File: src/common/acd_pkg.sv
package acd_pkg;
  localparam int ADDR_W = 14;
  localparam int DATA_W = 32;
  localparam int REG_W  = 8;
  localparam int RES_W  = 10;
  localparam int CHAN_W = 4;
  localparam int CNT_W  = 13;
  localparam int IRQ_W  = 2;

  // Register indices; byte address is four times the index
  localparam logic [11:0] IDX_CONV_CTL = 12'hf70;
  localparam logic [11:0] IDX_RES_HI   = 12'hf72;
  localparam logic [11:0] IDX_RES_LO   = 12'hf73;
  localparam logic [11:0] IDX_IRQ_STAT = 12'hf74;
  localparam logic [11:0] IDX_IRQ_MASK = 12'hf75;
  localparam logic [11:0] IDX_DMA_CTL  = 12'hfbe;
  localparam logic [1:0]  BYTE_OFS     = 2'h0;

  // Conversion times in system clock cycles
  localparam logic [CNT_W-1:0] SINGLE_CYCLES_DFLT = 13'h1409;
  localparam logic [CNT_W-1:0] CONTINUOUS_SELECT_CYCLES        = 13'h0100;
  localparam logic [CNT_W-1:0] CNT_ONE            = 13'h0001;

  localparam logic [CHAN_W-1:0] LAST_MAX = 4'hb;
  localparam logic [CHAN_W-1:0] CHAN_ONE = 4'h1;

  localparam int IRQ_CONV = 0;
  localparam int IRQ_SCAN = 1;

  typedef struct packed {
    logic              en;
    logic              irq_en;
    logic [1:0]        rsv;
    logic [CHAN_W-1:0] last;
  } acd_dma_ctl_t;

  typedef struct packed {
    logic              start;
    logic              rsv;
    logic              vref_ext;
    logic              continuous_select;
    logic [CHAN_W-1:0] chan;
  } acd_conv_ctl_t;

  localparam acd_dma_ctl_t  DMA_CTL_RST  = 8'h00;
  localparam acd_conv_ctl_t CONV_CTL_RST = 8'h00;

  typedef enum logic [1:0] {
    ACD_IDLE = 2'h0,
    ACD_CONV = 2'h1,
    ACD_XFER = 2'h3
  } acd_fsm_t;

  typedef struct packed {
    acd_fsm_t          st;
    logic              scan_mode;
    acd_dma_ctl_t      dctl;
    acd_conv_ctl_t     cctl;
    logic              ref_int_en;
    logic [RES_W-1:0]  res;
    logic [CHAN_W-1:0] idx;
    logic [IRQ_W-1:0]  stat;
    logic [IRQ_W-1:0]  mask;
    logic              irq;
    logic [DATA_W-1:0] prdata;
    logic              pready;
    logic              pslverr;
    logic              conv_start;
    logic [CHAN_W-1:0] conv_chan;
    logic              dma_req;
    logic [CHAN_W-1:0] dma_chan;
    logic [RES_W-1:0]  dma_data;
    logic [CNT_W-1:0]  age;
  } acd_state_t;
endpackage : acd_pkg

File: src/hw/acd_timer.sv
`timescale 1ns/10ps
module acd_timer (
  input  wire logic                      pclk,
  input  wire logic                      presetn,
  input  wire logic                      load,
  input  wire logic [acd_pkg::CNT_W-1:0] load_val,
  output logic                           done
);
  typedef struct packed {
    logic [acd_pkg::CNT_W-1:0] cnt;
  } acd_tmr_state_t;

  acd_tmr_state_t tmr_reg;
  acd_tmr_state_t tmr_next;

  always_comb begin
    tmr_next = tmr_reg;
    if (load) begin
      tmr_next.cnt = load_val;
    end else if (tmr_reg.cnt != '0) begin
      tmr_next.cnt = tmr_reg.cnt - acd_pkg::CNT_ONE;
    end
  end

  always_ff @(posedge pclk or negedge presetn) begin
    if (!presetn) begin
      tmr_reg <= '0;
    end else begin
      tmr_reg <= tmr_next;
    end
  end

  // High in the last cycle of a load_val long interval
  assign done = (tmr_reg.cnt == acd_pkg::CNT_ONE);
endmodule : acd_timer

File: src/hw/acd_top.sv
// What this block does
// RULE_01 - Scan disabled: engine idle, last-input zero
// RULE_02 - Scan interrupt only when enabled, after last
// RULE_03 - Software writes zero to reserved scan bits
// RULE_04 - Scan starts input zero, ascends one by one
// RULE_05 - Scan converts, then DMA-transfers, repeatedly
// RULE_06 - Last-input n selects inputs zero to n
// RULE_07 - Start write begins or restarts conversion
// RULE_08 - Start bit reads one while converting
// RULE_09 - Reference bit zero enables internal reference
// RULE_10 - Single-shot result after 5129 cycles
// RULE_11 - Continuous result refresh every 256 cycles
// RULE_12 - Channel field picks inputs zero to eleven
// RULE_13 - Software avoids unbonded analog inputs
// RULE_14 - Ten-bit result read-only, high/low split
// RULE_15 - Results invalid during conversion, undefined reset
// RULE_16 - Low six result bits reserved
// RULE_17 - After last input, scan wraps to zero
`timescale 1ns/10ps
module acd_top #(
  parameter logic [acd_pkg::CNT_W-1:0] SINGLE_CYCLES = acd_pkg::SINGLE_CYCLES_DFLT
) (
  input  wire logic                       pclk,
  input  wire logic                       presetn,
  input  wire logic                       psel,
  input  wire logic                       penable,
  input  wire logic                       pwrite,
  input  wire logic [acd_pkg::ADDR_W-1:0] paddr,
  input  wire logic [acd_pkg::DATA_W-1:0] pwdata,
  input  wire logic [3:0]                 pstrb,
  output logic      [acd_pkg::DATA_W-1:0] prdata,
  output logic                            pready,
  output logic                            pslverr,
  output logic                            conv_start,
  output logic      [acd_pkg::CHAN_W-1:0] conv_chan,
  output logic                            ref_int_en,
  input  wire logic [acd_pkg::RES_W-1:0]  adc_sample,
  output logic                            dma_req,
  output logic      [acd_pkg::CHAN_W-1:0] dma_chan,
  output logic      [acd_pkg::RES_W-1:0]  dma_data,
  input  wire logic                       dma_ack,
  output logic                            irq
);
  acd_pkg::acd_state_t      r_reg;
  acd_pkg::acd_state_t      r_next;
  logic                     setup;
  logic                     wr_acc;
  logic                     hit;
  logic [11:0]              idx_a;
  logic                     start_wr;
  logic                     t_load;
  logic [acd_pkg::CNT_W-1:0] t_val;
  logic                     t_done;
  logic [acd_pkg::CHAN_W-1:0] last_c;
  logic [acd_pkg::IRQ_W-1:0] set_ev;
  logic [acd_pkg::CNT_W-1:0] conv_len;
  logic [acd_pkg::REG_W-1:0] rd_byte;

  acd_timer u_timer (
    .pclk     (pclk),
    .presetn  (presetn),
    .load     (t_load),
    .load_val (t_val),
    .done     (t_done)
  );

  assign idx_a  = paddr[acd_pkg::ADDR_W-1:2];
  assign setup  = psel && !penable;
  assign wr_acc = psel && penable && pwrite && r_reg.pready;

  always_comb begin
    r_next = r_reg;
    hit = (paddr[1:0] == acd_pkg::BYTE_OFS) &&
          (idx_a == acd_pkg::IDX_CONV_CTL || idx_a == acd_pkg::IDX_RES_HI ||
           idx_a == acd_pkg::IDX_RES_LO || idx_a == acd_pkg::IDX_IRQ_STAT ||
           idx_a == acd_pkg::IDX_IRQ_MASK || idx_a == acd_pkg::IDX_DMA_CTL);
    start_wr = 1'b0;
    t_load = 1'b0;
    t_val = acd_pkg::CONTINUOUS_SELECT_CYCLES;
    set_ev = '0;
    rd_byte = '0;
    r_next.conv_start = 1'b0;
    r_next.pready = 1'b0;
    r_next.pslverr = 1'b0;
    r_next.age = r_reg.age + acd_pkg::CNT_ONE;
    // Reserved last-input codes act as the top input
    last_c = (r_reg.dctl.last > acd_pkg::LAST_MAX) ? acd_pkg::LAST_MAX
                                                   : r_reg.dctl.last; // RULE_06
    conv_len = r_reg.cctl.continuous_select ? acd_pkg::CONTINUOUS_SELECT_CYCLES : SINGLE_CYCLES;

    // Read data is captured in the setup cycle, answered in the access cycle
    if (setup) begin
      unique case (idx_a)
        acd_pkg::IDX_CONV_CTL: rd_byte = r_reg.cctl; // RULE_08
        acd_pkg::IDX_RES_HI:   rd_byte = r_reg.res[acd_pkg::RES_W-1:2]; // RULE_14
        acd_pkg::IDX_RES_LO:   rd_byte = {r_reg.res[1:0], 6'h00}; // RULE_16
        acd_pkg::IDX_IRQ_STAT: rd_byte = {6'h00, r_reg.stat};
        acd_pkg::IDX_IRQ_MASK: rd_byte = {6'h00, r_reg.mask};
        acd_pkg::IDX_DMA_CTL:  rd_byte = r_reg.dctl;
        default:               rd_byte = '0;
      endcase
      r_next.pready = 1'b1;
      r_next.pslverr = !hit;
      r_next.prdata = {24'h000000, rd_byte};
    end

    if (wr_acc && hit && pstrb[0]) begin
      unique case (idx_a)
        acd_pkg::IDX_DMA_CTL: begin
          r_next.dctl = acd_pkg::acd_dma_ctl_t'(pwdata[acd_pkg::REG_W-1:0]);
          if (!r_next.dctl.en) begin
            r_next.dctl.last = '0; // RULE_01
          end
        end
        acd_pkg::IDX_CONV_CTL: begin
          r_next.cctl = acd_pkg::acd_conv_ctl_t'(pwdata[acd_pkg::REG_W-1:0]);
          r_next.cctl.start = r_reg.cctl.start;
          r_next.ref_int_en = !r_next.cctl.vref_ext; // RULE_09
          start_wr = pwdata[acd_pkg::REG_W-1];
        end
        acd_pkg::IDX_IRQ_STAT: r_next.stat = r_reg.stat & ~pwdata[acd_pkg::IRQ_W-1:0];
        acd_pkg::IDX_IRQ_MASK: r_next.mask = pwdata[acd_pkg::IRQ_W-1:0];
        default: ;
      endcase
    end

    unique case (r_reg.st)
      acd_pkg::ACD_IDLE: begin
        if (r_reg.dctl.en) begin
          r_next.scan_mode = 1'b1;
          r_next.idx = '0; // RULE_04
          r_next.conv_chan = '0;
          r_next.conv_start = 1'b1;
          r_next.age = '0;
          t_load = 1'b1;
          t_val = acd_pkg::CONTINUOUS_SELECT_CYCLES;
          r_next.st = acd_pkg::ACD_CONV;
        end else if (start_wr) begin
          r_next.scan_mode = 1'b0;
          r_next.cctl.start = 1'b1; // RULE_08
          r_next.conv_chan = r_next.cctl.chan; // RULE_12
          r_next.conv_start = 1'b1; // RULE_07
          r_next.age = '0;
          t_load = 1'b1;
          t_val = r_next.cctl.continuous_select ? acd_pkg::CONTINUOUS_SELECT_CYCLES : SINGLE_CYCLES;
          r_next.st = acd_pkg::ACD_CONV;
        end
      end
      acd_pkg::ACD_CONV: begin
        if (r_reg.scan_mode) begin
          if (!r_next.dctl.en) begin
            r_next.st = acd_pkg::ACD_IDLE; // RULE_01
          end else if (t_done) begin
            r_next.res = adc_sample; // RULE_05
            r_next.dma_req = 1'b1;
            r_next.dma_chan = r_reg.idx;
            r_next.dma_data = adc_sample;
            r_next.st = acd_pkg::ACD_XFER;
          end
        end else if (start_wr) begin
          // A new start throws away the running conversion
          r_next.conv_chan = r_next.cctl.chan; // RULE_12
          r_next.conv_start = 1'b1; // RULE_07
          r_next.age = '0;
          t_load = 1'b1;
          t_val = r_next.cctl.continuous_select ? acd_pkg::CONTINUOUS_SELECT_CYCLES : SINGLE_CYCLES;
        end else if (t_done) begin
          r_next.res = adc_sample; // RULE_15
          set_ev[acd_pkg::IRQ_CONV] = 1'b1;
          if (r_reg.cctl.continuous_select) begin
            r_next.conv_chan = r_reg.cctl.chan; // RULE_11
            r_next.conv_start = 1'b1;
            r_next.age = '0;
            t_load = 1'b1;
            t_val = conv_len;
          end else begin
            r_next.cctl.start = 1'b0; // RULE_08
            r_next.st = acd_pkg::ACD_IDLE; // RULE_10
          end
        end
      end
      acd_pkg::ACD_XFER: begin
        if (!r_next.dctl.en) begin
          r_next.dma_req = 1'b0;
          r_next.st = acd_pkg::ACD_IDLE; // RULE_01
        end else if (dma_ack) begin
          r_next.dma_req = 1'b0;
          if (r_reg.idx >= last_c) begin
            set_ev[acd_pkg::IRQ_SCAN] = r_reg.dctl.irq_en; // RULE_02
            r_next.idx = '0; // RULE_17
          end else begin
            r_next.idx = r_reg.idx + acd_pkg::CHAN_ONE; // RULE_04
          end
          r_next.conv_chan = r_next.idx;
          r_next.conv_start = 1'b1; // RULE_05
          r_next.age = '0;
          t_load = 1'b1;
          t_val = acd_pkg::CONTINUOUS_SELECT_CYCLES;
          r_next.st = acd_pkg::ACD_CONV;
        end
      end
      default: r_next.st = acd_pkg::ACD_IDLE;
    endcase

    // A new event wins over a clear in the same cycle
    r_next.stat = r_next.stat | set_ev;
    r_next.irq = |(r_next.stat & r_next.mask);
  end

  always_ff @(posedge pclk or negedge presetn) begin
    if (!presetn) begin
      r_reg <= '0;
      r_reg.st <= acd_pkg::ACD_IDLE;
      r_reg.dctl <= acd_pkg::DMA_CTL_RST;
      r_reg.cctl <= acd_pkg::CONV_CTL_RST;
      r_reg.ref_int_en <= 1'b1;
    end else begin
      r_reg <= r_next;
    end
  end

  assign prdata     = r_reg.prdata;
  assign pready     = r_reg.pready;
  assign pslverr    = r_reg.pslverr;
  assign conv_start = r_reg.conv_start;
  assign conv_chan  = r_reg.conv_chan;
  assign ref_int_en = r_reg.ref_int_en;
  assign dma_req    = r_reg.dma_req;
  assign dma_chan   = r_reg.dma_chan;
  assign dma_data   = r_reg.dma_data;
  assign irq        = r_reg.irq;

  logic [acd_pkg::CNT_W-1:0] single_m1;
  logic [acd_pkg::CNT_W-1:0] continuous_select_m1;
  assign single_m1 = SINGLE_CYCLES - acd_pkg::CNT_ONE;
  assign continuous_select_m1   = acd_pkg::CONTINUOUS_SELECT_CYCLES - acd_pkg::CNT_ONE;
endmodule : acd_top

File: config.mk
export PLATFORM = sky130hd
export DESIGN_NAME = acd_top
export DESIGN_NICKNAME = d
export VERILOG_FILES = /design/src/common/acd_pkg.sv /design/src/hw/acd_timer.sv /design/src/hw/acd_top.sv
export SDC_FILE = /design/constraint.sdc
export NUM_CORES = 1
export LEC_CHECK = 0
export BUFFER_PORTS_ARGS = -buffer_cell sky130_fd_sc_hd__buf_2
export CELL_PAD_IN_SITES_DETAIL_PLACEMENT = 2
export CELL_PAD_IN_SITES_GLOBAL_PLACEMENT = 2
export CORE_MARGIN = 1.5
export CORE_UTILIZATION = 37
export CTS_BUF_LIST = sky130_fd_sc_hd__clkbuf_2
export CTS_CLUSTER_DIAMETER = 40
export DETAILED_ROUTE_END_ITERATION = 8
export PLACE_DENSITY_LB_ADDON = 0.3
export RECOVER_POWER = 100
export SYNTH_ARGS = -nofsm -noshare
export SYNTH_HDL_FRONTEND = slang
export SYNTH_HIERARCHICAL = 1
export SYNTH_SLANG_ARGS = --single-unit
File: constraint.sdc
create_clock -name pclk -period 6.1 [get_ports pclk]
set_clock_uncertainty 0.2 [all_clocks]
set_input_delay 1.525 -clock pclk [delete_from_list [all_inputs] [get_ports pclk]]
set_output_delay 1.525 -clock pclk [all_outputs]
set_load 0.05 [all_outputs]
==> impl_metrics.py <==
metrics = {
    "logic_synthesis": {
        "syn_inst": 447,
        "yosys_most_used_dff": "dfrtp_1",
        "synth.most_common_cell": "dfrtp_1",
        "syn_area_per_cell_um2": 10.5,
        "synth-edff-count": 0,
        "synth_top_cell_by_area": "dfrtp_1",
        "synth_common_cells": "dfrtp_1 (81), buf_4 (51), nand2_1 (41)",
        "synth.area.top_cells": "dfrtp_1 (43%), buf_4 (8.2%), mux2_2 (7.5%), nand2_1 (3.3%), mux2_4 (2.6%)",
        "yosysWarnings": 6,
        "ys_ff_latch": 82,
        "yosysTopAreaCellShare_pct": 43.3,
        "seq_area_frac_synth_pct": 43.9,
        "async_reset_ff_share_pct": 100,
        "synth_area_mm2": 0.00468,
        "ys_types": 67,
    },
    "floorplan": {
        "core_area_mm2": 0.0122,
        "initial_core_util_pct": 38.5,
        "die_y_um": 115,
        "die-width_um": 115,
        "die_area_mm2": 0.0133,
        "rows": 40,
        "io_pins": 122,
    },
    "power": {
        "intPower_mw": 0.730,
        "swShare_pct": 32.1,
        "p_comb_share_pct": 15.3,
        "ir_drop_mv": 0.145,
        "leakage_nw": 2.30,
        "p_sw_mw": 0.345,
        "pwr-share-clk_pct": 27.0,
        "p_per_area_mw_per_mm2": 220,
        "seqPwrFrac_pct": 57.7,
        "power_mw": 1.08,
    },
    "cells_and_area": {
        "drive_gt1_share_pct": 18.6,
        "largest_reg_flops": 37,
        "area_delta_synth_final_pct": 4.65,
        "layout.nets": 563,
        "final_area_mm2": 0.00489,
    },
    "timing": {
        "maxSlewHeadroom_pct": -18.3,
        "min_period_ps": 5010,
        "rsz0062_at_grt": "false",
        "finalSetupTns_ps": 0,
        "setup_viol": 0,
        "fmax_mhz": 200,
        "hold_viol": 0,
        "worst_slew_pin_slew_ps": 1770,
        "finalCritPeriodShare_pct": 82.2,
        "final_max_slew_viol_count": 31,
    },
    "job": {
        "max_cap_violations": 1,
    },
    "global_routing": {
        "grt_pass1_vias": 3761,
        "grt.met1_usage_pct": 25.5,
        "busiest_layer": "met2",
        "track_usage_pct": 19.9,
        "grt_max_degree": 54,
        "grt_overflow": 0,
        "globalRouteMet3Util_pct": 4.50,
        "antenna_found_initial": 1,
        "grt_pass1_wl_um": 20200,
        "use_met2_pct": 33.5,
    },
    "routing": {
        "num_vias": 3464,
        "wirelength_um": 12300,
        "via_per_inst": 5.22,
        "drt_iter0_drc": 127,
        "dr.pass1.iters": 4,
        "post_drt_wl_per_cell_um": 18.6,
        "antenna_left": 0,
        "post-route-drc-count": 0,
    },
    "hold_path": {
        "hp-class": "reg -> reg",
    },
    "worst_setup_path": {
        "crit_fanout": 29,
        "crit_arrival_ps": 5230,
        "worst_setup_path_end_kind": "register",
        "crit_path_start_kind": "input port",
        "critPathKind": "in -> reg",
        "crit_required_ps": 6320,
    },
    "cts": {
        "postCtsResizedCells": 0,
        "cts-root-buf": "clkbuf_2",
        "post_cts_buffers": 0,
        "clock_sinks": 82,
        "numCtsBuffers": 9,
        "holdBufCountCts": 0,
        "cts.clk_slew.worst_paths_ps": 220,
        "htreeDepth": 3,
        "cts.path.max_buffers": 2,
        "tritoncts": "done",
        "insertion_delay_ps": 580,
    },
    "place": {
        "dp_hpwl_um": 9280,
        "placed_area_mm2": 0.00489,
        "gp_congestion": 0.835,
        "port_buffers": 70,
    },
    "run_status": {
        "status": "finished with violations",
        "violations": "capacitance limit, slew limit",
    },
}
layer usage:
metal,share of wire (%),up-vias
li1,-,1600
met1,44,1779
met2,50,71
met3,4.5,14
met4,1.4,0
met5,0,-
power by group through the flow:
stage | Sequential [mW] | Combinational [mW] | Clock [mW]
after global placement | 0.627 | 0.160 | 0
after global routing | 0.628 | 0.188 | 0.326
after detailed placement | 0.630 | 0.167 | 0
final | 0.621 | 0.164 | 0.290
after CTS | 0.621 | 0.168 | 0.309
after floorplan | 0.616 | 0.137 | 0
through the flow:
stage | worst slack, ps | utilization, % | hold slack, ps | cells
global route | 691 | 40.2 | 352 | 663
detailed placement | 964 | 40.2 | 266 | 646
finish | 1090 | 40.2 | 309 | 663
CTS | 1620 | 41.1 | 313 | 662
floorplan | 1810 | - | 251 | 478
global placement | 1070 | 40.2 | 265 | 646
final timing paths:
path                                      end  slack (ps)  depth (start not counted)                from
setup / recovery           u_timer/tmr_reg[7]        1090                          9            paddr[4]
hold / removal                        dma_req         310                          1             dma_req
setup reg to reg           u_timer/tmr_reg[7]        1990                         11  u_timer/tmr_reg[7]
hold reg to reg                       dma_req         310                          1             dma_req
max in group asynchronous         dma_data[3]        3000                          2             presetn
min in group asynchronous           r_reg[75]        1170                          1             presetn
worst max-delay path, cell delays in order:
cell       delay, ps
clkbuf_1         370
and4b_1          310
nor3b_4          250
nand3_1          460
a31o_1           450
nor2_1           430
inv_1            540
nor3_1           710
a2111oi_0        160
final cells by class:
cell class	count	area [um2]
multi-input combinational	310	2150
timing repair buffer	72	317
fill	1381	7270
clock inverter	6	58.8
antenna	1	2.50
clock buffer	10	50.0
tap	168	210
sequential	82	2050
inverter	14	52.6
kinds of logic after synthesis:
| kind of cell | Yosys count | synth area share, % |
|---|---|---|
| compound gates | 72 | 11.6 |
| xor+xnor | 10 | 1.87 |
| fa+ha+maj | 8 | 2.14 |
| buf+inv | 86 | 11.3 |
| flops | 82 | 43.9 |
| mux | 44 | 11.2 |
| other cells | 1 | 0.0802 |
| simple gates | 144 | 17.9 |
cells in the final DEF, fill, tap and decap left out, types with 4 or more instances in the layout:
master and instances:
a21oi_1 5, nor3b_1 8, a21o_1 6, nor4_1 6, mux2_2 30, xnor2_1 4, nand2_1 41, nand3b_1 4
nand3_1 16, nor3_1 10, nor4b_1 4, a22o_1 8, dfrtp_1 81, conb_1 32, clkbuf_2 10, mux2i_1 5
xor2_1 6, buf_2 34, mux2_1 9, inv_1 13, ha_1 8, nor2_1 18, and3_1 4, nand2b_1 7
o211a_1 5, o21ai_0 18, clkbuf_1 37
(Power assumes the default switching activity.)
